--- src/core/mcr_pkg.sv ---
// mode request and mode status package: bus carrier, register map, mode codes, timing
// assumes a single 20 MHz clock mclk and a synchronous active-high reset
// Function
// - request code 111 moves the controller into accept-all-messages mode
// - request code 100 moves the controller into configuration mode
// - codes 011, 010, 001 select listen-only, loopback and disable
// - status field reads 111 while in accept-all-messages mode
// - status field reads 100 while in configuration mode
// - status field reads 011 in listen-only and 010 in loopback
package mcr_pkg;

  localparam int MCLK_NS = 50;

  localparam int ADDR_W = 4;
  localparam int DATA_W = 16;
  localparam logic [ADDR_W-1:0] ADDR_CTRL_ONE = 4'h0;
  localparam logic [ADDR_W-1:0] ADDR_MODE_STAT = 4'h1;

  // control register one field positions
  localparam int STOP_IDLE_BIT = 13;
  localparam int REQ_LSB = 8;
  localparam int MODE_LSB = 5;
  localparam int CAPTURE_BIT = 3;
  localparam int WINDOW_BIT = 0;

  // mode status register field positions
  localparam int PEND_BIT = 0;
  localparam int REJ_BIT = 1;

  localparam logic STOP_IDLE_RST = 1'b0;
  localparam logic CAPTURE_RST = 1'b0;
  localparam logic WINDOW_RST = 1'b0;
  localparam logic REJ_RST = 1'b0;

  typedef enum logic [2:0] {
    MCR_NORMAL      = 3'b000,
    MCR_DISABLE     = 3'b001,
    MCR_LOOPBACK    = 3'b010,
    MCR_LISTEN_ONLY = 3'b011,
    MCR_CONFIG      = 3'b100,
    MCR_RSVD_A      = 3'b101,
    MCR_RSVD_B      = 3'b110,
    MCR_LISTEN_ALL  = 3'b111
  } mcr_mode_t;

  localparam mcr_mode_t MODE_RST = MCR_CONFIG;

  // quiet time on the bus before a new mode is committed
  localparam int SETTLE_NS = 500;
  localparam int SETTLE_CYC_I = (SETTLE_NS + MCLK_NS - 1) / MCLK_NS;
  localparam int SETTLE_W = 4;
  localparam logic [SETTLE_W-1:0] SETTLE_CYC = SETTLE_CYC_I[SETTLE_W-1:0];

  typedef struct packed {
    logic [ADDR_W-1:0] addr;
    logic [DATA_W-1:0] wdata;
    logic we;
    logic re;
  } mcr_bus_t;

  typedef struct packed {
    logic tx_enable;
    logic rx_enable;
    logic accept_all;
    logic loopback;
    logic config_open;
    logic disabled;
  } mcr_ctl_t;

endpackage

--- src/core/mcr_settle_timer.sv ---
// settle timer: counts a loaded number of mclk cycles and pulses done once
// assumes start is a one-cycle pulse and abort wins over start
`timescale 1ns/1ps
module mcr_settle_timer #(
  parameter int W = 4
) (
  input wire logic mclk,
  input wire logic rst,
  input wire logic start,
  input wire logic abort,
  input wire logic [W-1:0] load,
  output logic done
);

  typedef struct packed {
    logic run;
    logic [W-1:0] cnt;
    logic done;
  } mcr_tmr_t;

  mcr_tmr_t s;
  mcr_tmr_t next_s;

  always_comb begin
    next_s = s;
    next_s.done = 1'b0;
    if (abort) begin
      next_s.run = 1'b0;
    end else if (start) begin
      next_s.run = 1'b1;
      next_s.cnt = load;
    end else if (s.run) begin
      if (s.cnt <= W'(1)) begin
        next_s.run = 1'b0;
        next_s.done = 1'b1;
      end else begin
        next_s.cnt = s.cnt - W'(1);
      end
    end
  end

  always_ff @(posedge mclk) begin
    if (rst) begin
      s <= '0;
    end else begin
      s <= next_s;
    end
  end

  assign done = s.done;

endmodule // mcr_settle_timer

--- src/core/mcr_mode_fsm.sv ---
// mode transition engine: holds the entered mode and commits a new request once
// the bus has been quiet for the settle time
// assumes frame_active is high for the whole of any frame on the bus
`timescale 1ns/1ps
module mcr_mode_fsm
  import mcr_pkg::*;
(
  input wire logic mclk,
  input wire logic rst,
  input wire mcr_mode_t req,
  input wire logic frame_active,
  output mcr_mode_t cur_mode,
  output logic busy
);

  typedef enum logic [1:0] {
    MCR_ST_IDLE   = 2'b00,
    MCR_ST_WAIT   = 2'b01,
    MCR_ST_SETTLE = 2'b10
  } mcr_fsm_st_t;

  typedef struct packed {
    mcr_fsm_st_t st;
    mcr_mode_t mode;
  } mcr_fsm_t;

  mcr_fsm_t s;
  mcr_fsm_t next_s;
  logic tmr_start;
  logic tmr_abort;
  logic tmr_done;

  always_comb begin
    next_s = s;
    tmr_start = 1'b0;
    tmr_abort = 1'b0;
    unique case (s.st)
      MCR_ST_IDLE: begin
        if (req != s.mode) begin
          next_s.st = MCR_ST_WAIT;
        end
      end
      MCR_ST_WAIT: begin
        if (req == s.mode) begin
          next_s.st = MCR_ST_IDLE;
        end else if (!frame_active) begin
          tmr_start = 1'b1;
          next_s.st = MCR_ST_SETTLE;
        end
      end
      MCR_ST_SETTLE: begin
        // a frame that starts now must finish before the switch, never be cut
        if (frame_active || req == s.mode) begin
          tmr_abort = 1'b1;
          next_s.st = MCR_ST_WAIT;
        end else if (tmr_done) begin
          next_s.mode = req;
          next_s.st = MCR_ST_IDLE;
        end
      end
      default: begin
        next_s.st = MCR_ST_IDLE;
      end
    endcase
  end

  always_ff @(posedge mclk) begin
    if (rst) begin
      s.st <= MCR_ST_IDLE;
      s.mode <= MODE_RST;
    end else begin
      s <= next_s;
    end
  end

  mcr_settle_timer #(
    .W(SETTLE_W)
  ) u_settle (
    .mclk(mclk),
    .rst(rst),
    .start(tmr_start),
    .abort(tmr_abort),
    .load(SETTLE_CYC),
    .done(tmr_done)
  );

  assign cur_mode = s.mode;
  assign busy = (s.st != MCR_ST_IDLE);

endmodule // mcr_mode_fsm

--- src/core/mcr_mode_ctrl.sv ---
// operating mode control: control register one, mode status register, mode decode
// assumes a plain register port with read data one cycle after the read strobe
`timescale 1ns/1ps
module mcr_mode_ctrl
  import mcr_pkg::*;
(
  input wire logic mclk,
  input wire logic rst,
  input wire mcr_bus_t bus,
  output logic [DATA_W-1:0] rdata,
  input wire logic frame_active,
  output mcr_ctl_t ctl,
  output logic stop_in_idle,
  output logic capture_enable,
  output logic filter_window
);

  typedef struct packed {
    mcr_mode_t req;
    logic stop_idle;
    logic capture;
    logic window;
    logic rej;
    mcr_ctl_t ctl;
    logic [DATA_W-1:0] rdata;
  } mcr_top_t;

  mcr_top_t s;
  mcr_top_t next_s;
  mcr_mode_t cur_mode;
  logic busy;
  logic wr_ctrl;
  logic wr_stat;
  logic rsvd_req;
  mcr_mode_t wr_req;
  logic [DATA_W-1:0] ctrl_word;
  logic [DATA_W-1:0] stat_word;

  mcr_mode_fsm u_fsm (
    .mclk(mclk),
    .rst(rst),
    .req(s.req),
    .frame_active(frame_active),
    .cur_mode(cur_mode),
    .busy(busy)
  );

  assign wr_ctrl = bus.we && (bus.addr == ADDR_CTRL_ONE);
  assign wr_stat = bus.we && (bus.addr == ADDR_MODE_STAT);
  assign wr_req = mcr_mode_t'(bus.wdata[REQ_LSB +: 3]);
  // reserved codes are dropped so the engine never chases an undefined mode
  assign rsvd_req = (wr_req == MCR_RSVD_A) || (wr_req == MCR_RSVD_B);

  always_comb begin
    ctrl_word = '0;
    ctrl_word[STOP_IDLE_BIT] = s.stop_idle;
    ctrl_word[REQ_LSB +: 3] = s.req;
    ctrl_word[MODE_LSB +: 3] = cur_mode;
    ctrl_word[CAPTURE_BIT] = s.capture;
    ctrl_word[WINDOW_BIT] = s.window;
    stat_word = '0;
    stat_word[PEND_BIT] = busy;
    stat_word[REJ_BIT] = s.rej;
  end

  always_comb begin
    next_s = s;
    if (wr_ctrl) begin
      next_s.stop_idle = bus.wdata[STOP_IDLE_BIT];
      next_s.capture = bus.wdata[CAPTURE_BIT];
      next_s.window = bus.wdata[WINDOW_BIT];
      if (!rsvd_req) begin
        next_s.req = wr_req;
      end
    end
    // write one clears the sticky flag; a new rejection in that cycle wins
    if (wr_stat && bus.wdata[REJ_BIT]) begin
      next_s.rej = 1'b0;
    end
    if (wr_ctrl && rsvd_req) begin
      next_s.rej = 1'b1;
    end
    next_s.rdata = '0;
    if (bus.re) begin
      if (bus.addr == ADDR_CTRL_ONE) begin
        next_s.rdata = ctrl_word;
      end else if (bus.addr == ADDR_MODE_STAT) begin
        next_s.rdata = stat_word;
      end
    end
    // engine outputs follow the entered mode, never the request
    next_s.ctl = '0;
    unique case (cur_mode)
      MCR_NORMAL: begin
        next_s.ctl.tx_enable = 1'b1;
        next_s.ctl.rx_enable = 1'b1;
      end
      MCR_DISABLE: begin
        next_s.ctl.disabled = 1'b1;
      end
      MCR_LOOPBACK: begin
        next_s.ctl.tx_enable = 1'b1;
        next_s.ctl.rx_enable = 1'b1;
        next_s.ctl.loopback = 1'b1;
      end
      MCR_LISTEN_ONLY: begin
        next_s.ctl.rx_enable = 1'b1;
      end
      MCR_CONFIG: begin
        next_s.ctl.config_open = 1'b1;
      end
      MCR_LISTEN_ALL: begin
        next_s.ctl.rx_enable = 1'b1;
        next_s.ctl.accept_all = 1'b1;
      end
      default: begin
        next_s.ctl.disabled = 1'b1;
      end
    endcase
  end

  always_ff @(posedge mclk) begin
    if (rst) begin
      s.req <= MODE_RST;
      s.stop_idle <= STOP_IDLE_RST;
      s.capture <= CAPTURE_RST;
      s.window <= WINDOW_RST;
      s.rej <= REJ_RST;
      s.ctl <= '0;
      s.rdata <= '0;
    end else begin
      s <= next_s;
    end
  end

  assign rdata = s.rdata;
  assign ctl = s.ctl;
  assign stop_in_idle = s.stop_idle;
  assign capture_enable = s.capture;
  assign filter_window = s.window;

endmodule // mcr_mode_ctrl

--- config.mk ---
export PLATFORM = sky130hd
export DESIGN_NAME = mcr_mode_ctrl
export DESIGN_NICKNAME = d
export VERILOG_FILES = /design/src/core/mcr_pkg.sv /design/src/core/mcr_settle_timer.sv /design/src/core/mcr_mode_fsm.sv /design/src/core/mcr_mode_ctrl.sv
export SDC_FILE = /design/constraint.sdc
export NUM_CORES = 1
export LEC_CHECK = 0
export BUFFER_PORTS_ARGS = -buffer_cell sky130_fd_sc_hd__clkbuf_2
export CAP_MARGIN = 20
export CELL_PAD_IN_SITES_DETAIL_PLACEMENT = 0
export CELL_PAD_IN_SITES_GLOBAL_PLACEMENT = 1
export CORE_ASPECT_RATIO = 1.5
export CORE_UTILIZATION = 37
export CTS_CLUSTER_SIZE = 30
export DETAILED_ROUTE_END_ITERATION = 16
export GPL_ROUTABILITY_DRIVEN = 0
export PLACE_DENSITY = 0.82
export SYNTH_ARGS = -nofsm -noshare
export SYNTH_HDL_FRONTEND = slang
export SYNTH_SLANG_ARGS = --single-unit
export TNS_END_PERCENT = 50
--- constraint.sdc ---
create_clock -name mclk -period 1.8 [get_ports mclk]
set_input_delay 0.09 -clock mclk [delete_from_list [all_inputs] [get_ports mclk]]
set_output_delay 0.09 -clock mclk [all_outputs]
set_load 0.02 [all_outputs]
==> results of run 1 <==
[layer usage]
| metal | routed length, um | track usage, % | vias to the layer above |
|---|---|---|---|
| met2 | 1445 | 24.82 | 20 |
| met1 | 1080 | 14.54 | 537 |
| li1 | - | - | 604 |
| met4 | 52 | 6.750 | 0 |
| met3 | 91 | 5.000 | 5 |
| met5 | 0 | 0 | - |
[power by group through the flow]
stage,logic (mW),registers (mW),clock network (mW)
finish,0.0722,0.759,0.576
global route,0.0806,0.759,0.644
CTS,0.0727,0.759,0.604
detailed placement,0.0727,0.776,0
global placement,0.0724,0.776,0
floorplan,0.0520,0.777,0
[stage by stage]
step / cell area, um^2 / std cells / hold slack, ns / setup slack (ns) / power (mW)
2_1_floorplan: 1580 / 174 / 0.1856 / 0.2096 / 0.8290
4_1_cts: 1774 / 242 / 0.03569 / 0.05118 / 1.436
3_5_place_dp: 1679 / 234 / 0.3358 / 0.06796 / 0.8491
3_3_place_gp: 1679 / 234 / 0.3253 / 0.09164 / 0.8488
5_1_grt: 1798 / 244 / 0.03469 / -0.002975 / 1.483
6_report: 1798 / 244 / 0.04332 / 0.1030 / 1.407
[layout make-up]
type | count | area, um^2
sequential | 34 | 681.9
clock buffer | 6 | 82.58
clock inverter | 2 | 12.51
fill | 414 | 2196
inverter | 5 | 18.77
multi-input combinational | 109 | 708.2
tap | 45 | 56.30
timing repair buffer | 43 | 237.7
[worst min-delay path, stage by stage]
cell and delay [ns]:
clkbuf_2 0.08, mux2i_1 0.05, nor2_1 0.07
[path summary, 6_finish.rpt]
path	from	slack [ns]	to	depth (start not counted)
min	bus[5]	0.04	capture_enable	3
max reg2reg	u_fsm.u_settle.s[1]	0.10	u_fsm.u_settle.s[2]	7
min reg2reg	s[22]	0.45	rdata[1]	2
max	u_fsm.u_settle.s[1]	0.10	u_fsm.u_settle.s[2]	7
[kinds of logic (layout without fill, tap and decap cells)]
| logic type | after synthesis | in the layout | synth area share, % |
|---|---|---|---|
| AOI/OAI and AO/OA | 31 | 31 | 15.07 |
| xor gates and xnor gates | 4 | 4 | 2.244 |
| adders and majority gates | 2 | 2 | 1.602 |
| buffers and inverters | 31 | 56 | 12.74 |
| DFF | 34 | 34 | 43.59 |
| muxes | 6 | 6 | 4.167 |
| other | 1 | 6 | 0.2402 |
| and+or+nand+nor | 60 | 60 | 20.35 |
[repair_timing]
action                     in CTS  in global routing
gates resized for setup         0                  2
setup buffers                   0                  2
hold buffers                    0                  0
setup endpoints to repair       0                  2
[registers in the layout, indices dropped and copies added, names as in the netlist]
register,flops
u_fsm.cur_mode,3
rdata,10
u_fsm.s,2
stop_in_idle,1
s,1
u_fsm.u_settle.s,5
filter_window,1
ctl,6
ctrl_word,3
capture_enable,1
u_fsm.u_settle.done,1
[synthesized netlist by cell type, types with 2 or more instances]
cell type,instances,area (um^2)
a31oi_1,2,12.51
o22ai_1,2,12.51
nor3_1,5,25.02
nand3b_1,3,22.52
nand3_1,3,15.01
o21ai_0,4,20.02
mux2i_1,5,50.05
buf_4,22,165.2
nor2b_1,3,18.77
o21ai_2,3,26.28
a21oi_1,9,45.04
and2_1,9,56.30
dfxtp_1,34,680.7
nor2_1,18,67.56
ha_1,2,25.02
nand2b_1,5,31.28
inv_1,5,18.77
nand2_1,8,30.03
xnor2_1,3,26.28
a211oi_1,2,15.01
clkbuf_1,4,15.01
==> reports/qor.yml, run 1 <==
max_stage_delay_ns: 0.36
fmaxAchievable_mhz: 589.3
clockBufferDepth: 2
ys_warn_count: 0
diodes: 0
grt_overflow: 0
synthFlopType: "dfxtp_1"
p_seq_share_pct: 54.0
hpwl_mm: 2.012
crit_chain: "inv_1, ha_1, o21bai_1, o21ai_2, a21oi_4, o21ai_4, mux2_4"
worst-setup-path-type: "reg2reg"
path_delay_family: "compound AO/OA/AOI/OAI gates"
antenna_found_initial: 0
h-tree-depth: 2
core_area_um2: 3994
setup_violations: 0
tns_ns: 0
fin_util_pct: 45.02
leakagePower_nw: 0.7641
final_nets: 225
cap_violations: 0
drt_wl_total_mm: 2.670
syn_area_um2: 1561
clock-sinks: 34
drive_gt1_share_pct: 31.66
clkPwrFrac_pct: 40.9
start_util_pct: 39.10
worstSetupStartpointType: "flip-flop"
ir_drop_uv: 445.0
die_x_um: 55.04
yosysUniqueCellTypes: 39
synth_edf_count: 0
finalHoldViolCount: 0
drv_slew: 0
cts-root-buf: "clkbuf_8"
final_cell_mix: "34 x clkbuf_2, 33 x dfxtp_1, 18 x nor2_1"
port_buffers: 34
min_period_ns: 1.697
die_h_um: 81.57
fin_crit_sh_pct: 94.28
syn_inst: 169
hold_path.class: "in2reg"
critical_path.max_fanout: 4
avgRoutedWirePerCell_um: 10.94
worstSetupEndpointType: "flip-flop"
ios: 50
via_count: 1166
synth.yosys.seq_area_share_pct: 43.59
synth-seq-cells: 34
critPathBufInv: 1
grt_pass1_wl_mm: 4.491
grt_use_total_pct: 14.25
layout_commonest_cell: "clkbuf_2"
p_int_mw: 1.090
cp_slowest_cell: "dfxtp_2"
p_comb_share_pct: 5.1
cp.arrival_ns: 1.87
p_sw_share_pct: 22.53
synth-async-reset-ratio_pct: 0
status: "finished, final reports clean"
grt_pass1_vias: 1044
rows: 28
finalClockSkew_ns: 0.002822
cts_tree: "yes"
required_ns: 1.97
cts_buffers: 5
synthToLayoutAreaGrowth_pct: 15.14
ant_nets: 0
dieArea_um2: 4489
viasPerCell: 4.779
drc_errors: 0
p_per_area_nw_per_um2: 782.7
clk_pin_slew_ns: 0.07
insertion_delay_ns: 0.28
first_pass_iters: 4
power_switching_mw: 0.3170
detail_route.iter0.violations: 31
grt_max_degree: 26
syn_avg_cell_area_um2: 9.240
(Power assumes the default switching activity.)
==> inputs of run 2 (changes only) <==
==> constraint.sdc (replaced) <==
create_clock -name mclk -period 1.7 [get_ports mclk]
set_input_delay 0.085 -clock mclk [delete_from_list [all_inputs] [get_ports mclk]]
set_output_delay 0.085 -clock mclk [all_outputs]
set_load 0.02 [all_outputs]
==> reports/qor.yml, run 2 (same netlist as run 1, synthesis figures left out) <==
ant_nets: 0
critical_path.max_fanout: 8
final_nets: 230
setup_violations: 0
drv_slew: 0
antenna_found_initial: 0
drc_errors: 0
die_x_um: 55.04
cts-root-buf: "clkbuf_8"
tns_ns: 0
diodes: 0
grt_overflow: 0
grt_pass1_vias: 1140
synthToLayoutAreaGrowth_pct: 18.51
finalClockSkew_ns: 0.005133
ir_drop_uv: 551.8
insertion_delay_ns: 0.28
h-tree-depth: 2
die_h_um: 81.57
start_util_pct: 39.10
via_count: 1197
status: "finished, final reports clean"
viasPerCell: 4.807
cap_violations: 0
hold_path.class: "in2reg"
worst-setup-path-type: "reg2reg"
post_cts_resized: 0
port_buffers: 34
reg2reg_from: "ctrl_word[9]"
timing.hold.ws_ns: 0.03517
clock-sinks: 34
fmaxAchievable_mhz: 621.0
detail_route.iter0.violations: 18
largestRegisters: "rdata (10), ctl (6), u_fsm.u_settle.s (5)"
fin_util_pct: 46.33
fin_crit_sh_pct: 94.72
hold_buffers: 0
hpwl_mm: 2.167
clk_pin_slew_ns: 0.07
clockBufferDepth: 2
worstSetupEndpointType: "flip-flop"
final_cell_mix: "34 x clkbuf_2, 33 x dfxtp_1, 18 x nor2_1, 14 x buf_4"
avgRoutedWirePerCell_um: 11.82
cts_tree: "yes"
layout_commonest_cell: "clkbuf_2"
rows: 28
core_area_um2: 3994
grt_pass1_wl_mm: 4.878
p_per_area_nw_per_um2: 804.6
setup.worst_path.start: "ctrl_word[9]"
cp.arrival_ns: 1.78
fin_area_um2: 1851
dieArea_um2: 4489
required_ns: 1.87
drive_gt1_share_pct: 33.82
grt_use_total_pct: 15.24
cts_setup_buffers: 0
dpl-instance-area_um2: 1732
cts_buffers: 5
hp-start: "bus[2]"
first_pass_iters: 4
worstSetupStartpointType: "flip-flop"
min_period_ns: 1.610
drt_wl_total_mm: 2.944
ios: 50
grt_max_degree: 26
leakagePower_nw: 0.7965
max_flop_register: "rdata"
largest_reg_flops: 10
finalHoldViolCount: 0
run 2: cell types whose count changed in the layout (fill, tap and decap cells not counted):
cell        delta
buf_4          +5
o21ai_4        +1
clkinvlp_4     -1
o21ai_2        -1
xnor2_2        +1
o21bai_2       +1
xnor2_1        -1
clkbuf_1       +1
o21bai_1       -1
run 2: area by class of cell:
cell class,instances,area [um^2]
flip-flops and latches,34,681.9
repair buffers,48,275.3
clock inverters,1,5.005
multi-input cells,109,726.9
fillers,406,2143
inverters,5,18.77
clock buffers,7,86.33
well taps,45,56.30
run 2: path summary, 6_finish.rpt:
check             slack, ns  depth (start not counted)                   to
setup / recovery       0.09                          5  u_fsm.u_settle.s[2]
hold / removal         0.04                          3        filter_window
setup reg to reg       0.09                          5  u_fsm.u_settle.s[2]
hold reg to reg        0.45                          2             rdata[1]
run 2: metrics by stage:
step	power [mW]	setup slack, ns	std cells
after detailed placement	0.9002	0.02927	241
after global placement	0.8997	0.05971	241
final	1.489	0.08976	249
after floorplan	0.8777	0.1096	174
after global routing	1.548	-0.001851	249
after CTS	1.502	0.01066	249
run 2: report_power, final:
part / leakage [nW] / switching, mW / internal, mW
Clock: 0.0482 / 0.280 / 0.326
Combinational: 0.473 / 0.0490 / 0.0292
Sequential: 0.275 / 0.00320 / 0.801
Total: 0.796 / 0.332 / 1.16
run 2: critical path, stage by stage (launching register included):
cell and delay (ns):
dfxtp_1 0.32, xnor2_1 0.31, a31o_4 0.28, a21oi_4 0.09
o21ai_4 0.19, mux2_4 0.31
run 2: layer usage:
layer  track usage (%)  wire length, um  part of all wire [%]
met2             27.23             1601                    54
met5                 0                0                     0
met4             8.500               82                   2.8
met3             4.074               90                   3.1
met1             15.09             1170                    40
